### src/include/emr_defines.vh
/*
 * Constants for the external memory bus release block: release state
 * codes, interface clock select codes, divider counts and handshake
 * latencies counted in interface clock periods.
 * Assumes inclusion by bare name from the design files.
 */
`ifndef EMR_DEFINES_VH
`define EMR_DEFINES_VH

// release state machine codes
`define EMR_ST_DRIVE    3'h0
`define EMR_ST_PREP     3'h1
`define EMR_ST_FLOATED  3'h2
`define EMR_ST_GRANTED  3'h3
`define EMR_ST_REDRIVE  3'h4

// interface input clock select
`define EMR_CLKSEL_EXT_MEM_CLOCK_IN 2'h0
`define EMR_CLKSEL_DIV4   2'h1
`define EMR_CLKSEL_DIV6   2'h2

// core clock divider periods and their high phase
`define EMR_DIV4_CNT    3'h4
`define EMR_DIV6_CNT    3'h6
`define EMR_DIV4_HALF   3'h2
`define EMR_DIV6_HALF   3'h3

// handshake latencies in interface clock periods
`define EMR_FLOAT_MIN_E   2
`define EMR_DRIVE_MIN_E   2
`define EMR_DRIVE_MAX_E   7
`define EMR_GRANT_MAX_E   2
`define EMR_HOLD_AFTER_E  1

// reset levels
`define EMR_REQ_IDLE    1'h1
`define EMR_GRANT_IDLE  1'h1

`endif

### src/hw/emr_iclk_gen.v
/*
 * Interface input clock generator: derives the interface clock level
 * and a one-cycle tick at each of its rising edges from the core clock,
 * either from the sampled external clock input or by dividing by 4 or 6.
 * Assumes the external clock input is synchronous to the core clock and
 * slower than half of it.
 */
`timescale 1ns/1ps
`include "emr_defines.vh"

module emr_iclk_gen (
    input  wire       clk,      // core clock
    input  wire       rst_n,    // synchronous reset, active low
    input  wire [1:0] sel,      // interface clock select
    input  wire       eclk_in,  // external interface clock input
    output reg        lvl_r,    // interface clock level
    output reg        tick_r    // pulse with each rising edge of lvl_r
);

    reg  [2:0] cnt_r;
    reg  [2:0] cnt_nxt;
    reg        lvl_nxt;
    wire [2:0] period;
    wire [2:0] half;

    // reserved select code falls back to divide by four
    assign period = (sel == `EMR_CLKSEL_DIV6) ? `EMR_DIV6_CNT : `EMR_DIV4_CNT;
    assign half   = (sel == `EMR_CLKSEL_DIV6) ? `EMR_DIV6_HALF
                                              : `EMR_DIV4_HALF;

    always @* begin
        cnt_nxt = (cnt_r >= period - 3'h1) ? 3'h0 : cnt_r + 3'h1;
        if (sel == `EMR_CLKSEL_EXT_MEM_CLOCK_IN) begin
            lvl_nxt = eclk_in;
        end else begin
            lvl_nxt = (cnt_r < half);
        end
    end

    always @(posedge clk) begin
        if (!rst_n) begin
            cnt_r  <= 3'h0;
            lvl_r  <= 1'h0;
            tick_r <= 1'h0;
        end else begin
            cnt_r  <= cnt_nxt;
            lvl_r  <= lvl_nxt;
            tick_r <= lvl_nxt & ~lvl_r;
        end
    end

endmodule // emr_iclk_gen

### src/hw/emr_bus_release.v
/*
 * Bus release handshake for two external memory interfaces: a wide one
 * (index 0, prefix A) and a narrow one (index 1, prefix B). An outside
 * master requests the bus; pending work finishes, the bus floats, and
 * the grant follows. Withdrawal drives the bus again first, then the grant rises.
 * Assumes the memory engine raises XFER_BUSY while an access runs and
 * starts no new access while NEW_ACCESS_HOLD is high.
 */
// Notes on behaviour
// RULE_01: pending memory accesses finish before the grant goes low.
// RULE_02: the bus floats at least two periods after the request falls.
// RULE_03: the grant falls only once the bus floats, within two periods.
// RULE_04: the outside master holds the request low one period past grant.
// RULE_05: the bus is driven again 2 to 7 periods after the request rises.
// RULE_06: the grant rises only once the bus is driven, within two periods.
// RULE_07: while released the clock output runs, or floats if selected.
// RULE_08: a floated clock output shares the bus float and drive timing.
// RULE_09: with the refusal bit set the bus is neither floated nor granted.
// RULE_10: the wide side floats all address, data, control and strobe pins.
// RULE_11: the narrow side floats its own pin set, which has no clock enable.
// RULE_12: the pending flag changes only after a rising clock output edge.
// RULE_13: all latencies count periods of the selected interface clock.
// RULE_14: the request passes two interface clock flip-flops before use.
`timescale 1ns/1ps
`include "emr_defines.vh"

module emr_bus_release (
    input  wire        MCLK,                    // core clock, 100 MHz
    input  wire        RESET_N,                 // synchronous reset
    input  wire [1:0]  A_CLK_SEL,               // wide clock select
    input  wire        A_EXT_MEM_CLOCK_IN,      // wide external clock
    input  wire        A_BUS_RELEASE_REQUEST_N, // wide release request
    input  wire        A_RELEASE_REFUSAL,       // wide refuse release
    input  wire        A_CLKOUT_FLOAT_SELECT,   // wide clock float
    input  wire        A_XFER_BUSY,             // wide access running
    output wire        A_BUS_RELEASE_GRANT_N,   // wide grant
    output wire        A_ACCESS_PENDING_FLAG,   // wide pending flag
    output wire        A_NEW_ACCESS_HOLD,       // wide stall new access
    output wire        A_EXT_MEM_CLOCK_OUT,     // wide clock out
    output wire        A_EXT_MEM_CLOCK_OUT_OE,  // wide clock out enable
    output wire [3:0]  A_CS_OE,                 // wide chip selects
    output wire [7:0]  A_BE_OE,                 // wide byte enables
    output wire [63:0] A_DATA_OE,               // wide data lines
    output wire [22:3] A_ADDR_OE,               // wide address lines
    output wire [2:0]  A_STROBE_OE,             // wide strobes
    output wire        A_SDRAM_CLK_EN_OUT_OE,   // wide sdram clk en
    output wire        A_OE3_OE,                // wide third oe
    output wire        A_DIRECT_TRANSFER_STROBE_OE, // wide xfer strobe
    input  wire [1:0]  B_CLK_SEL,               // narrow clock select
    input  wire        B_EXT_MEM_CLOCK_IN,      // narrow external clock
    input  wire        B_BUS_RELEASE_REQUEST_N, // narrow release request
    input  wire        B_RELEASE_REFUSAL,       // narrow refuse release
    input  wire        B_CLKOUT_FLOAT_SELECT,   // narrow clock float
    input  wire        B_XFER_BUSY,             // narrow access running
    output wire        B_BUS_RELEASE_GRANT_N,   // narrow grant
    output wire        B_ACCESS_PENDING_FLAG,   // narrow pending flag
    output wire        B_NEW_ACCESS_HOLD,       // narrow stall new access
    output wire        B_EXT_MEM_CLOCK_OUT,     // narrow clock out
    output wire        B_EXT_MEM_CLOCK_OUT_OE,  // narrow clock out enable
    output wire [3:0]  B_CS_OE,                 // narrow chip selects
    output wire [1:0]  B_BE_OE,                 // narrow byte enables
    output wire [15:0] B_DATA_OE,               // narrow data lines
    output wire [20:1] B_ADDR_OE,               // narrow address lines
    output wire [2:0]  B_STROBE_OE,             // narrow strobes
    output wire        B_OE3_OE,                // narrow third oe
    output wire        B_DIRECT_TRANSFER_STROBE_OE // narrow xfer strobe
);

    // next release state; only called on an interface clock tick
    function [2:0] rel_next;
        input [2:0] st;
        input       req_n;
        input       refuse;
        input       busy;
        begin
            case (st)
                `EMR_ST_DRIVE: begin
                    if (!req_n && !refuse && !busy) begin // RULE_01 RULE_09
                        rel_next = `EMR_ST_PREP;
                    end else begin
                        rel_next = `EMR_ST_DRIVE;
                    end
                end
                `EMR_ST_PREP: begin
                    // a late refusal or withdrawn request cancels the release
                    if (req_n || refuse) begin // RULE_09
                        rel_next = `EMR_ST_DRIVE;
                    end else begin
                        rel_next = `EMR_ST_FLOATED; // RULE_02
                    end
                end
                `EMR_ST_FLOATED: begin
                    rel_next = `EMR_ST_GRANTED; // RULE_03
                end
                `EMR_ST_GRANTED: begin
                    // the master holds the request low past the grant
                    if (req_n) begin // RULE_04 RULE_05
                        rel_next = `EMR_ST_REDRIVE;
                    end else begin
                        rel_next = `EMR_ST_GRANTED;
                    end
                end
                `EMR_ST_REDRIVE: begin
                    rel_next = `EMR_ST_DRIVE; // RULE_06
                end
                default: begin
                    rel_next = `EMR_ST_DRIVE;
                end
            endcase
        end
    endfunction

    // bus and, if selected, clock output are released in these states
    function bus_off;
        input [2:0] st;
        begin
            bus_off = (st == `EMR_ST_FLOATED) || (st == `EMR_ST_GRANTED);
        end
    endfunction

    // grant stays low through redrive so it trails the bus coming back
    function grant_on;
        input [2:0] st;
        begin
            grant_on = (st == `EMR_ST_GRANTED) || (st == `EMR_ST_REDRIVE);
        end
    endfunction

    wire [3:0] clk_sel_w;
    wire [1:0] eclk_in_w;
    wire [1:0] req_n_w;
    wire [1:0] refuse_w;
    wire [1:0] float_sel_w;
    wire [1:0] busy_w;
    wire [1:0] lvl_w;
    wire [1:0] tick_w;
    wire [1:0] bus_oe_w;
    wire [1:0] grant_n_w;
    wire [1:0] pend_w;
    wire [1:0] hold_w;
    wire [1:0] ckoe_w;

    assign clk_sel_w   = {B_CLK_SEL, A_CLK_SEL};
    assign eclk_in_w   = {B_EXT_MEM_CLOCK_IN, A_EXT_MEM_CLOCK_IN};
    assign req_n_w     = {B_BUS_RELEASE_REQUEST_N, A_BUS_RELEASE_REQUEST_N};
    assign refuse_w    = {B_RELEASE_REFUSAL, A_RELEASE_REFUSAL};
    assign float_sel_w = {B_CLKOUT_FLOAT_SELECT, A_CLKOUT_FLOAT_SELECT};
    assign busy_w      = {B_XFER_BUSY, A_XFER_BUSY};

    genvar i;
    generate
        for (i = 0; i < 2; i = i + 1) begin : g_if
            reg  [2:0] state_r;
            reg  [2:0] state_nxt;
            reg        req_meta_r;
            reg        req_sync_r;
            reg        oe_r;
            reg        grant_n_r;
            reg        ckoe_r;
            reg        pend_r;
            wire       rel_soon;

            emr_iclk_gen i_emr_iclk_gen (
                .clk     (MCLK),
                .rst_n   (RESET_N),
                .sel     (clk_sel_w[2*i+1:2*i]),
                .eclk_in (eclk_in_w[i]),
                .lvl_r   (lvl_w[i]),
                .tick_r  (tick_w[i])
            );

            always @* begin
                if (tick_w[i]) begin // RULE_13
                    state_nxt = rel_next(state_r, req_sync_r, refuse_w[i],
                                         busy_w[i]);
                end else begin
                    state_nxt = state_r;
                end
            end

            always @(posedge MCLK) begin
                if (!RESET_N) begin
                    state_r    <= `EMR_ST_DRIVE;
                    req_meta_r <= `EMR_REQ_IDLE;
                    req_sync_r <= `EMR_REQ_IDLE;
                    oe_r       <= 1'h1;
                    grant_n_r  <= `EMR_GRANT_IDLE;
                    ckoe_r     <= 1'h1;
                    pend_r     <= 1'h0;
                end else begin
                    state_r <= state_nxt;
                    if (tick_w[i]) begin
                        req_meta_r <= req_n_w[i]; // RULE_14
                        req_sync_r <= req_meta_r; // RULE_14
                        // tick coincides with the clock output rising
                        pend_r     <= busy_w[i]; // RULE_12
                    end
                    oe_r      <= !bus_off(state_nxt); // RULE_02 RULE_05
                    grant_n_r <= !grant_on(state_nxt); // RULE_03 RULE_06
                    ckoe_r    <= !(float_sel_w[i] && // RULE_07 RULE_08
                                   bus_off(state_nxt));
                end
            end

            // stall new accesses as soon as a release is on its way, so
            // the drain in the drive state cannot be starved
            assign rel_soon  = !req_sync_r && !refuse_w[i];
            assign hold_w[i] = (state_r != `EMR_ST_DRIVE) || // RULE_01
                               rel_soon;

            assign bus_oe_w[i]  = oe_r;
            assign grant_n_w[i] = grant_n_r;
            assign pend_w[i]    = pend_r;
            assign ckoe_w[i]    = ckoe_r;
        end
    endgenerate

    assign A_BUS_RELEASE_GRANT_N  = grant_n_w[0];
    assign A_ACCESS_PENDING_FLAG  = pend_w[0];
    assign A_NEW_ACCESS_HOLD      = hold_w[0];
    assign A_EXT_MEM_CLOCK_OUT    = lvl_w[0];
    assign A_EXT_MEM_CLOCK_OUT_OE = ckoe_w[0];

    // wide floated set
    assign A_CS_OE                     = {4{bus_oe_w[0]}};  // RULE_10
    assign A_BE_OE                     = {8{bus_oe_w[0]}};  // RULE_10
    assign A_DATA_OE                   = {64{bus_oe_w[0]}}; // RULE_10
    assign A_ADDR_OE                   = {20{bus_oe_w[0]}}; // RULE_10
    assign A_STROBE_OE                 = {3{bus_oe_w[0]}};  // RULE_10
    assign A_SDRAM_CLK_EN_OUT_OE       = bus_oe_w[0];       // RULE_10
    assign A_OE3_OE                    = bus_oe_w[0];       // RULE_10
    assign A_DIRECT_TRANSFER_STROBE_OE = bus_oe_w[0];       // RULE_10

    assign B_BUS_RELEASE_GRANT_N  = grant_n_w[1];
    assign B_ACCESS_PENDING_FLAG  = pend_w[1];
    assign B_NEW_ACCESS_HOLD      = hold_w[1];
    assign B_EXT_MEM_CLOCK_OUT    = lvl_w[1];
    assign B_EXT_MEM_CLOCK_OUT_OE = ckoe_w[1];

    // narrow floated set, no sdram clock enable on this side
    assign B_CS_OE                     = {4{bus_oe_w[1]}};  // RULE_11
    assign B_BE_OE                     = {2{bus_oe_w[1]}};  // RULE_11
    assign B_DATA_OE                   = {16{bus_oe_w[1]}}; // RULE_11
    assign B_ADDR_OE                   = {20{bus_oe_w[1]}}; // RULE_11
    assign B_STROBE_OE                 = {3{bus_oe_w[1]}};  // RULE_11
    assign B_OE3_OE                    = bus_oe_w[1];       // RULE_11
    assign B_DIRECT_TRANSFER_STROBE_OE = bus_oe_w[1];       // RULE_11

endmodule // emr_bus_release

### config.mk
export PLATFORM = sky130hd
export DESIGN_NAME = emr_bus_release
export DESIGN_NICKNAME = d
export VERILOG_FILES = /design/src/hw/emr_iclk_gen.v /design/src/hw/emr_bus_release.v
export VERILOG_INCLUDE_DIRS = /design/src /design/src/include
export SDC_FILE = /design/constraint.sdc
export NUM_CORES = 1
export LEC_CHECK = 0
export BUFFER_PORTS_ARGS = -buffer_cell sky130_fd_sc_hd__buf_2
export CAP_MARGIN = 20
export CORE_UTILIZATION = 44
export DETAILED_ROUTE_END_ITERATION = 6
export PLACE_DENSITY_LB_ADDON = 0.1
export REMOVE_ABC_BUFFERS = 1
export SKIP_LAST_GASP = 1
export SLEW_MARGIN = 20
export SYNTH_ARGS = -nofsm -noshare
export SYNTH_HDL_FRONTEND = slang
export SYNTH_SLANG_ARGS = --single-unit
export TNS_END_PERCENT = 10
### constraint.sdc
create_clock -name MCLK -period 5.16 [get_ports MCLK]
set_input_delay 0.774 -clock MCLK [delete_from_list [all_inputs] [get_ports MCLK]]
set_output_delay 0.774 -clock MCLK [all_outputs]
set_load 0.005 [all_outputs]
Yosys cells after proc, flatten, opt, wreduce, memory -nomap -nowiden:

Index checks and enable logic that the tools add are counted.

* bits in registers: 28
* latch bits: 0
* RAM bits: 0
* ROM bits: 0
* input bits: 16
* output and inout bits: 159
* logic and storage cells: 97
* memories: 0

* add/sub/neg operators: 4
* multipliers: 0
* div/mod/pow operators: 0
* magnitude comparators: 4
* equality and inequality tests: 14
* shift-type cells: 0
* muxes and demuxes: 16
* bitwise logic cells: 5
* reductions and logical operators: 34

Operators with widths (count)
* $eq A3 B2 Y1 const B: 8
* $pmux W3 S4: 2
* $logic_not A1 Y1: 12
* $mux W3: 4
* $logic_or A1 B1 Y1: 8
* $mux W2: 4
* $add A3 B1 Y3 const B: 2
* $eq A3 B1 Y1 const B: 2
* $eq A3 B3 Y1 const B: 2
* $ge A3 B3 Y1: 2
* $logic_and A1 B1 Y1: 6
* $logic_not A3 Y1: 2
* $lt A3 B3 Y1: 2
* $mux W1: 6
* $reduce_bool A3 Y1: 2
* $sub A3 B1 Y3 const B: 2
* $eq A2 B2 Y1 const B: 2
* $logic_not A2 Y1: 2
* $reduce_or A2 Y1: 2
* $not A1 Y1: 3
* $and A1 B1 Y1: 2

Logic depth before layout (Yosys ltp):

Gate-level depths: netlist (run 1).

* depth after elaboration: 10
* mapped depth: 7

Modules after synthesis:

From an unflattened synthesis (run 1), not the netlist that was laid out.

* cells, all modules: 285
* area, all modules: 2416.1 µm²

Modules (own cells, without submodules)
* emr_bus_release: instances 1, cells an instance 229, area each 1880.6 µm², seq. area each 360.3 µm²
* emr_iclk_gen: instances 2, cells an instance 28, area each 267.8 µm², seq. area each 100.1 µm²

Worst setup path after synthesis (run 1):

OpenSTA, ideal clock, no wires.

* path type: register -> output
* start point: register g_if[0].oe_r, in the netlist A_DIRECT_TRANSFER_STROBE_OE
* end point: output A_ADDR_OE[10] (netlist bit)
* arrival time: 2.258 ns
* path slack: 2.128 ns
* cell stages (with the launch flop): 2
* path buffers: 1
* cells stage by stage: dfxtp_1 buf_4

RTL lines
* start: declaration: line emr_bus_release.v:157 `reg oe_r;`
* start signal: assignment: line emr_bus_release.v:198 `oe_r <= !bus_off(state_nxt);`
* end: declaration: line emr_bus_release.v:44 `output wire [22:3] A_ADDR_OE,`

No word-level cell between the ends.

Final worst setup path (run 1):

* start point: register g_if[0].oe_r, in the netlist A_DIRECT_TRANSFER_STROBE_OE
* end point: output A_DATA_OE[30]

RTL lines
* end: declaration: line emr_bus_release.v:43 `output wire [63:0] A_DATA_OE,`

No word-level cell between the ends.

==> flow_summary.ini, run 1 <==
[outcome]
status = completed

[final_layout]
nNetsFinal = 329
fillers = 539
regArea_um2 = 566
n_antenna_cell = 0
syn_to_final_growth_pct = -6.22
final_common_cell = buf_2
final_cell_mix = buf_2 (174), dfxtp_1 (26), inv_1 (10), nand2_1 (10)
finish.utilization_pct = 42.9
drive_gt1_share_pct = 60.0
multiInputGateArea_um2 = 603

[global_routing]
grt_max_degree = 103
first_global_vias = 994
grt.overflow.total = 0
grt_use_total_pct = 10.8
antenna_found_initial = 0
grt_pass1_wl_mm = 4.68

[drt]
drtPass1Iterations = 4
drcViolationCount = 0
ant_nets = 0
viasPerCell = 3.99
totalWireLength_mm = 3.47
drtIter0Drc = 15
wl_per_cell_um = 9.26
vias = 1496

[placement]
dp_hpwl_mm = 2.74
portBuffers = 174
gp_congestion = 0.712
pre_cts_ws_ns = 3.04

[pwr]
internal_power_mw = 0.330
vdd_ir_drop_max_uv = 112
pwr-share-clk_pct = 26.4
power_frac_seq_pct = 57.2
fin_total_pwr_mw = 0.449
combPwrFrac_pct = 16.3
power.net_switching_mw = 0.119
p_leak_nw = 0.942
power_switching_share_pct = 26.5
power_density_nw_per_um2 = 204

[synth]
synthCells = 281
syn_area_um2 = 2350
synth_top_family_by_area = buffers and inverters
yosysTopAreaCell = buf_4
synth_flop_cell = dfxtp_1
ys_ff_latch = 28
synthMuxAreaShare_pct = 2.55
synthSimpleGateAreaFrac_pct = 11.8
yosysSeqAreaShare_pct = 23.8
synth_compound_area_share_pct = 7.34
synth_adder_area_share_pct = 3.19
synth_edf_count = 0
yosys_warnings = 0
yosys-top-cells-area = buf_4 (48%), dfxtp_1 (24%), ha_1 (3.2%), mux2i_1 (2.6%), nor2b_1 (2.1%)
synth.distinct_cells = 30
syn_area_per_cell_um2 = 8.37
synth-async-reset-ratio_pct = 0
synth_xor_xnor_area_share_pct = 0.745
netlist.area_leader.share_pct = 47.6

[die]
ios = 175
die_h_um = 75.1
dieArea_um2 = 5640
num_rows = 26
coreArea_um2 = 5140
start_util_pct = 45.8
die_x_um = 75.1

[min_path]
min_path_type = reg2reg

[critical_path]
r2r_slack_ns = 3.85
path_cells = buf_2
cp-end-kind = primary output
critPathBufInv = 1
cp.required_ns = 4.39
crit_family = flip-flops
start_kind = flop
arrival_ns = 1.27
critical_path.max_fanout = 102
setup.worst_path.class = reg2out
cp_slowest_cell = dfxtp_4
slowest_delay_ns = 0.76

[clock_tree]
cts_tree = built
cts_buffer_depth = 2
clk_latency_ns = 0.27
cts_hold_buf = 0
h-tree-depth = 1
path_clk_slew_ns = 0.09
clock_sinks = 28
cts_setup_buffers = 0
cts_resized = 0
cts_buffers = 3
cts_root_buf = clkbuf_8

[flow_run]
cap_violations = 0

[timing]
setup_viol = 0
finalHoldViolCount = 0
fin_hold_ws_ns = 0.418
period_share_pct = 39.7
fin_setup_tns_ns = 0
timing.slew.headroom_pct = 59.5
setup_slack_ns = 3.11
worst_pin_slew_ns = 0.607
period_minus_slack_ns = 2.05
maxSlewViolCount = 0
rsz0062_at_grt = no
fmax_mhz = 489
clock_skew_ns = 0.00233
## worst paths after layout
kind,start,end,cells after the start
worst min register to register,g_if[1].i_emr_iclk_gen.lvl_r$_SDFF_PN0_,g_if[1].i_emr_iclk_gen.tick_r$_SDFF_PN0_,1
worst max-delay path,A_DIRECT_TRANSFER_STROBE_OE$_SDFF_PN1_,A_DATA_OE[30],1
worst max register to register,g_if[0].i_emr_iclk_gen.tick_r$_SDFF_PN0_,A_BUS_RELEASE_GRANT_N$_SDFF_PN1_,4
worst min-delay path,g_if[1].i_emr_iclk_gen.lvl_r$_SDFF_PN0_,g_if[1].i_emr_iclk_gen.tick_r$_SDFF_PN0_,1
## kinds of logic (layout without fill, tap and decap cells)
| group | after synthesis | in the layout |
|---|---|---|
| AO/OA/AOI/OAI | 24 | 24 |
| AND/OR/NAND/NOR | 52 | 52 |
| flip-flops | 28 | 28 |
| adder cells (fa/ha/maj) | 6 | 6 |
| buffers and inverters | 163 | 187 |
| multiplexers | 6 | 6 |
| XOR/XNOR | 2 | 2 |
## synth_stat cells (3+ instances only)
library cell and number:
nor2_1 8, o21ai_0 3, nand2b_1 4, nor3_1 4, dfxtp_1 28, o21a_1 4, and2_1 4, nand2_1 10
nor2b_1 8, inv_1 10, o21ai_1 3, buf_4 149, nand3b_1 4, mux2i_1 6, ha_1 6
## power groups by stage
stage	sequential, mW	clock [mW]	combinational, mW
2_1_floorplan	0.259	0	0.0487
3_3_place_gp	0.264	0	0.0739
3_5_place_dp	0.263	0	0.0747
4_1_cts	0.258	0.124	0.0753
5_1_grt	0.262	0.132	0.0878
6_report	0.257	0.119	0.0733
## layer usage
layer | global-route usage, % | vias to the layer above | share of wire, %
li1 | - | 796 | -
met1 | 14.6 | 633 | 48
met2 | 16.7 | 63 | 44
met3 | 1.74 | 4 | 5.7
met4 | 5.03 | 0 | 1.4
met5 | 0 | - | 0
## metrics by stage
stage | instance area, µm² | cells
floorplan | 1200 | 128
global placement | 2160 | 372
detailed placement | 2160 | 372
CTS | 2200 | 375
global route | 2210 | 375
finish | 2210 | 375
## flip-flops by register name, indices dropped and copies added (netlist names)
register,flops
g_if.i_emr_iclk_gen.cnt_r,6
g_if.state_r,6
g_if.i_emr_iclk_gen.lvl_r,2
g_if.i_emr_iclk_gen.tick_r,2
g_if.req_meta_r,2
g_if.req_sync_r,2
A_ACCESS_PENDING_FLAG,1
A_BUS_RELEASE_GRANT_N,1
A_DIRECT_TRANSFER_STROBE_OE,1
A_EXT_MEM_CLOCK_OUT_OE,1
B_ACCESS_PENDING_FLAG,1
B_BUS_RELEASE_GRANT_N,1
B_DIRECT_TRANSFER_STROBE_OE,1
B_EXT_MEM_CLOCK_OUT_OE,1
## area by class of cell
class / count / area share, %
Sequential cell: 28 / 25.6
Clock buffer: 3 / 1.87
Inverter: 10 / 1.70
Timing Repair Buffer: 174 / 39.5
Multi-Input combinational cell: 90 / 27.3
Tap cell: 70 / 3.97
(Power assumes the default switching activity.)
==> run 2, diff against run 1 <==
- CORE_UTILIZATION: 44 -> 41
- clock period: 5.16 -> 1.9 ns (I/O delays scaled with it)
==> run 2 against run 1 <==
Effect of this change:
- worst setup slack lost 2.8 ns
- register-to-register slack worse by 3.3 ns
- final area is 2.6% higher
- core utilization decreased by 1.8 points
- wire length shrank 0.43%
- worst hold slack worse by 0.26 ns
- via count is 0.80% lower
==> flow_summary.ini, run 2 (synthesis results as in run 1) <==
[timing]
worst_pin_slew_ns = 0.442
timing.slew.headroom_pct = 70.6
period_minus_slack_ns = 1.59
clock_skew_ns = 0.00418
fin_setup_tns_ns = 0
period_share_pct = 83.5
maxSlewViolCount = 0
setup_viol = 0
fmax_mhz = 630
rsz0062_at_grt = no
finalHoldViolCount = 0

[placement]
dp_hpwl_mm = 2.76
dpl.cell_count = 376
portBuffers = 174
gp_congestion = 0.722

[final_layout]
fillers = 569
finalNonFillerCells = 380
drive_gt1_share_pct = 60.1
top_regs = g_if.i_emr_iclk_gen.cnt_r x6, g_if.state_r x6
final_common_cell = buf_2
syn_to_final_growth_pct = -3.83
final_cell_mix = buf_2 (174), dfxtp_1 (27), inv_1 (10), nand2_1 (10)
n_antenna_cell = 0
nNetsFinal = 331

[drt]
highest_layer = met4
drtIter0Drc = 15
ant_nets = 0
viasPerCell = 3.91
drcViolationCount = 0
wl_per_cell_um = 9.10
wl_met2_mm = 1.70
totalWireLength_mm = 3.46
vias = 1484
wl_met3_um = 221
drtPass1Iterations = 3
wl_met1_mm = 1.51

[die]
start_util_pct = 42.7
dieArea_um2 = 6040
die_h_um = 77.7
die_x_um = 77.7
coreArea_um2 = 5510
num_rows = 27
ios = 175

[global_routing]
antenna_found_initial = 0
grt_pass1_wl_mm = 5.11
grt_use_total_pct = 10.4
first_global_vias = 1016
grt.overflow.total = 0
grt_max_degree = 66

[pwr]
vdd_ir_drop_max_uv = 434
p_leak_nw = 0.971
power_density_nw_per_um2 = 602

[clock_tree]
path_clk_slew_ns = 0.09
cts_tree = built
cts_buffers = 3
h-tree-depth = 1
cts_setup_buffers = 0
cts_hold_buf = 0
clk_latency_ns = 0.27
cts_buffer_depth = 2
clock_sinks = 28
cts_resized = 0
cts_root_buf = clkbuf_8

[critical_path]
start_kind = flop
cp-endpoint = A_DATA_OE[37]
cp-end-kind = primary output
r2r-end = A_BUS_RELEASE_GRANT_N$_SDFF_PN1_
r2r_slack_ns = 0.59
cp.required_ns = 1.62
worstRegToRegCells = 4
setup.worst_path.class = reg2out
critical_path.max_fanout = 65
arrival_ns = 1.30
r2r_start = g_if[0].i_emr_iclk_gen.tick_r$_SDFF_PN0_
worstSetupStartpoint = A_DIRECT_TRANSFER_STROBE_OE$_SDFF_PN1_

[flow_run]
cap_violations = 0

[min_path]
min_path_type = in2reg

[outcome]
status = completed
-- run 2: changes by cell type in the layout (fill, tap and decap cells not counted) --
cell,change
buf_12,+1
bufinv_16,+1
dfxtp_1,+1
buf_4,+1
dfxtp_4,-1
-- run 2: routing by layer --
layer,vias up,track usage (%)
met5,-,0
met4,0,2.83
met3,4,2.82
met2,62,17.4
met1,620,12.9
li1,798,-
-- run 2: area by class of cell --
cell class | instances | area, µm² | area share (%)
Tap cell | 72 | 90.1 | 3.98
Sequential cell | 28 | 562 | 24.8
Clock inverter | 1 | 30.0 | 1.33
Inverter | 10 | 37.5 | 1.66
Timing Repair Buffer | 176 | 898 | 39.7
Multi-Input combinational cell | 90 | 603 | 26.7
Clock buffer | 3 | 41.3 | 1.83
-- run 2: metrics by stage --
| stage | setup slack (ns) | utilization [%] | total power [mW] | area (µm²) | hold WS (ns) |
|---|---|---|---|---|---|
| 2_1_floorplan | -1.94 | - | 0.837 | 1200 | 0.347 |
| 4_1_cts | 0.274 | 41.1 | 1.39 | 2260 | 0.152 |
| 6_report | 0.313 | 41.1 | 1.36 | 2260 | 0.160 |
| 3_5_place_dp | 0.538 | 39.8 | 0.917 | 2190 | 0.409 |
| 3_3_place_gp | 0.564 | 39.8 | 0.918 | 2190 | 0.406 |
| 5_1_grt | 0.168 | 41.1 | 1.45 | 2260 | 0.151 |
-- run 2: worst max-delay path, cell delays in order (launching register included) --
cell,delay (ns)
dfxtp_2,0.62
buf_12,0.26
buf_2,0.15
-- run 2: worst min-delay path by stage --
stage	cells after the start	end	slack [ns]	from
3_3_place_gp	1	g_if[0].i_emr_iclk_gen.tick_r$_SDFF_PN0_	0.41	g_if[0].i_emr_iclk_gen.lvl_r$_SDFF_PN0_
5_1_grt	2	A_EXT_MEM_CLOCK_OUT_OE$_SDFF_PN1_	0.15	A_CLKOUT_FLOAT_SELECT
4_1_cts	2	A_EXT_MEM_CLOCK_OUT_OE$_SDFF_PN1_	0.15	A_CLKOUT_FLOAT_SELECT
6_report	2	A_EXT_MEM_CLOCK_OUT_OE$_SDFF_PN1_	0.16	A_CLKOUT_FLOAT_SELECT
3_5_place_dp	1	g_if[1].i_emr_iclk_gen.tick_r$_SDFF_PN0_	0.41	g_if[1].i_emr_iclk_gen.lvl_r$_SDFF_PN0_
2_1_floorplan	1	A_EXT_MEM_CLOCK_OUT_OE$_SDFF_PN1_	0.35	A_CLKOUT_FLOAT_SELECT
-- run 2: power breakdown --
part | switching (mW) | leakage (nW) | total (mW) | internal (mW)
sequential | 0.0588 | 0.228 | 0.698 | 0.640
combinational | 0.0838 | 0.707 | 0.200 | 0.116
clock | 0.180 | 0.0357 | 0.462 | 0.282
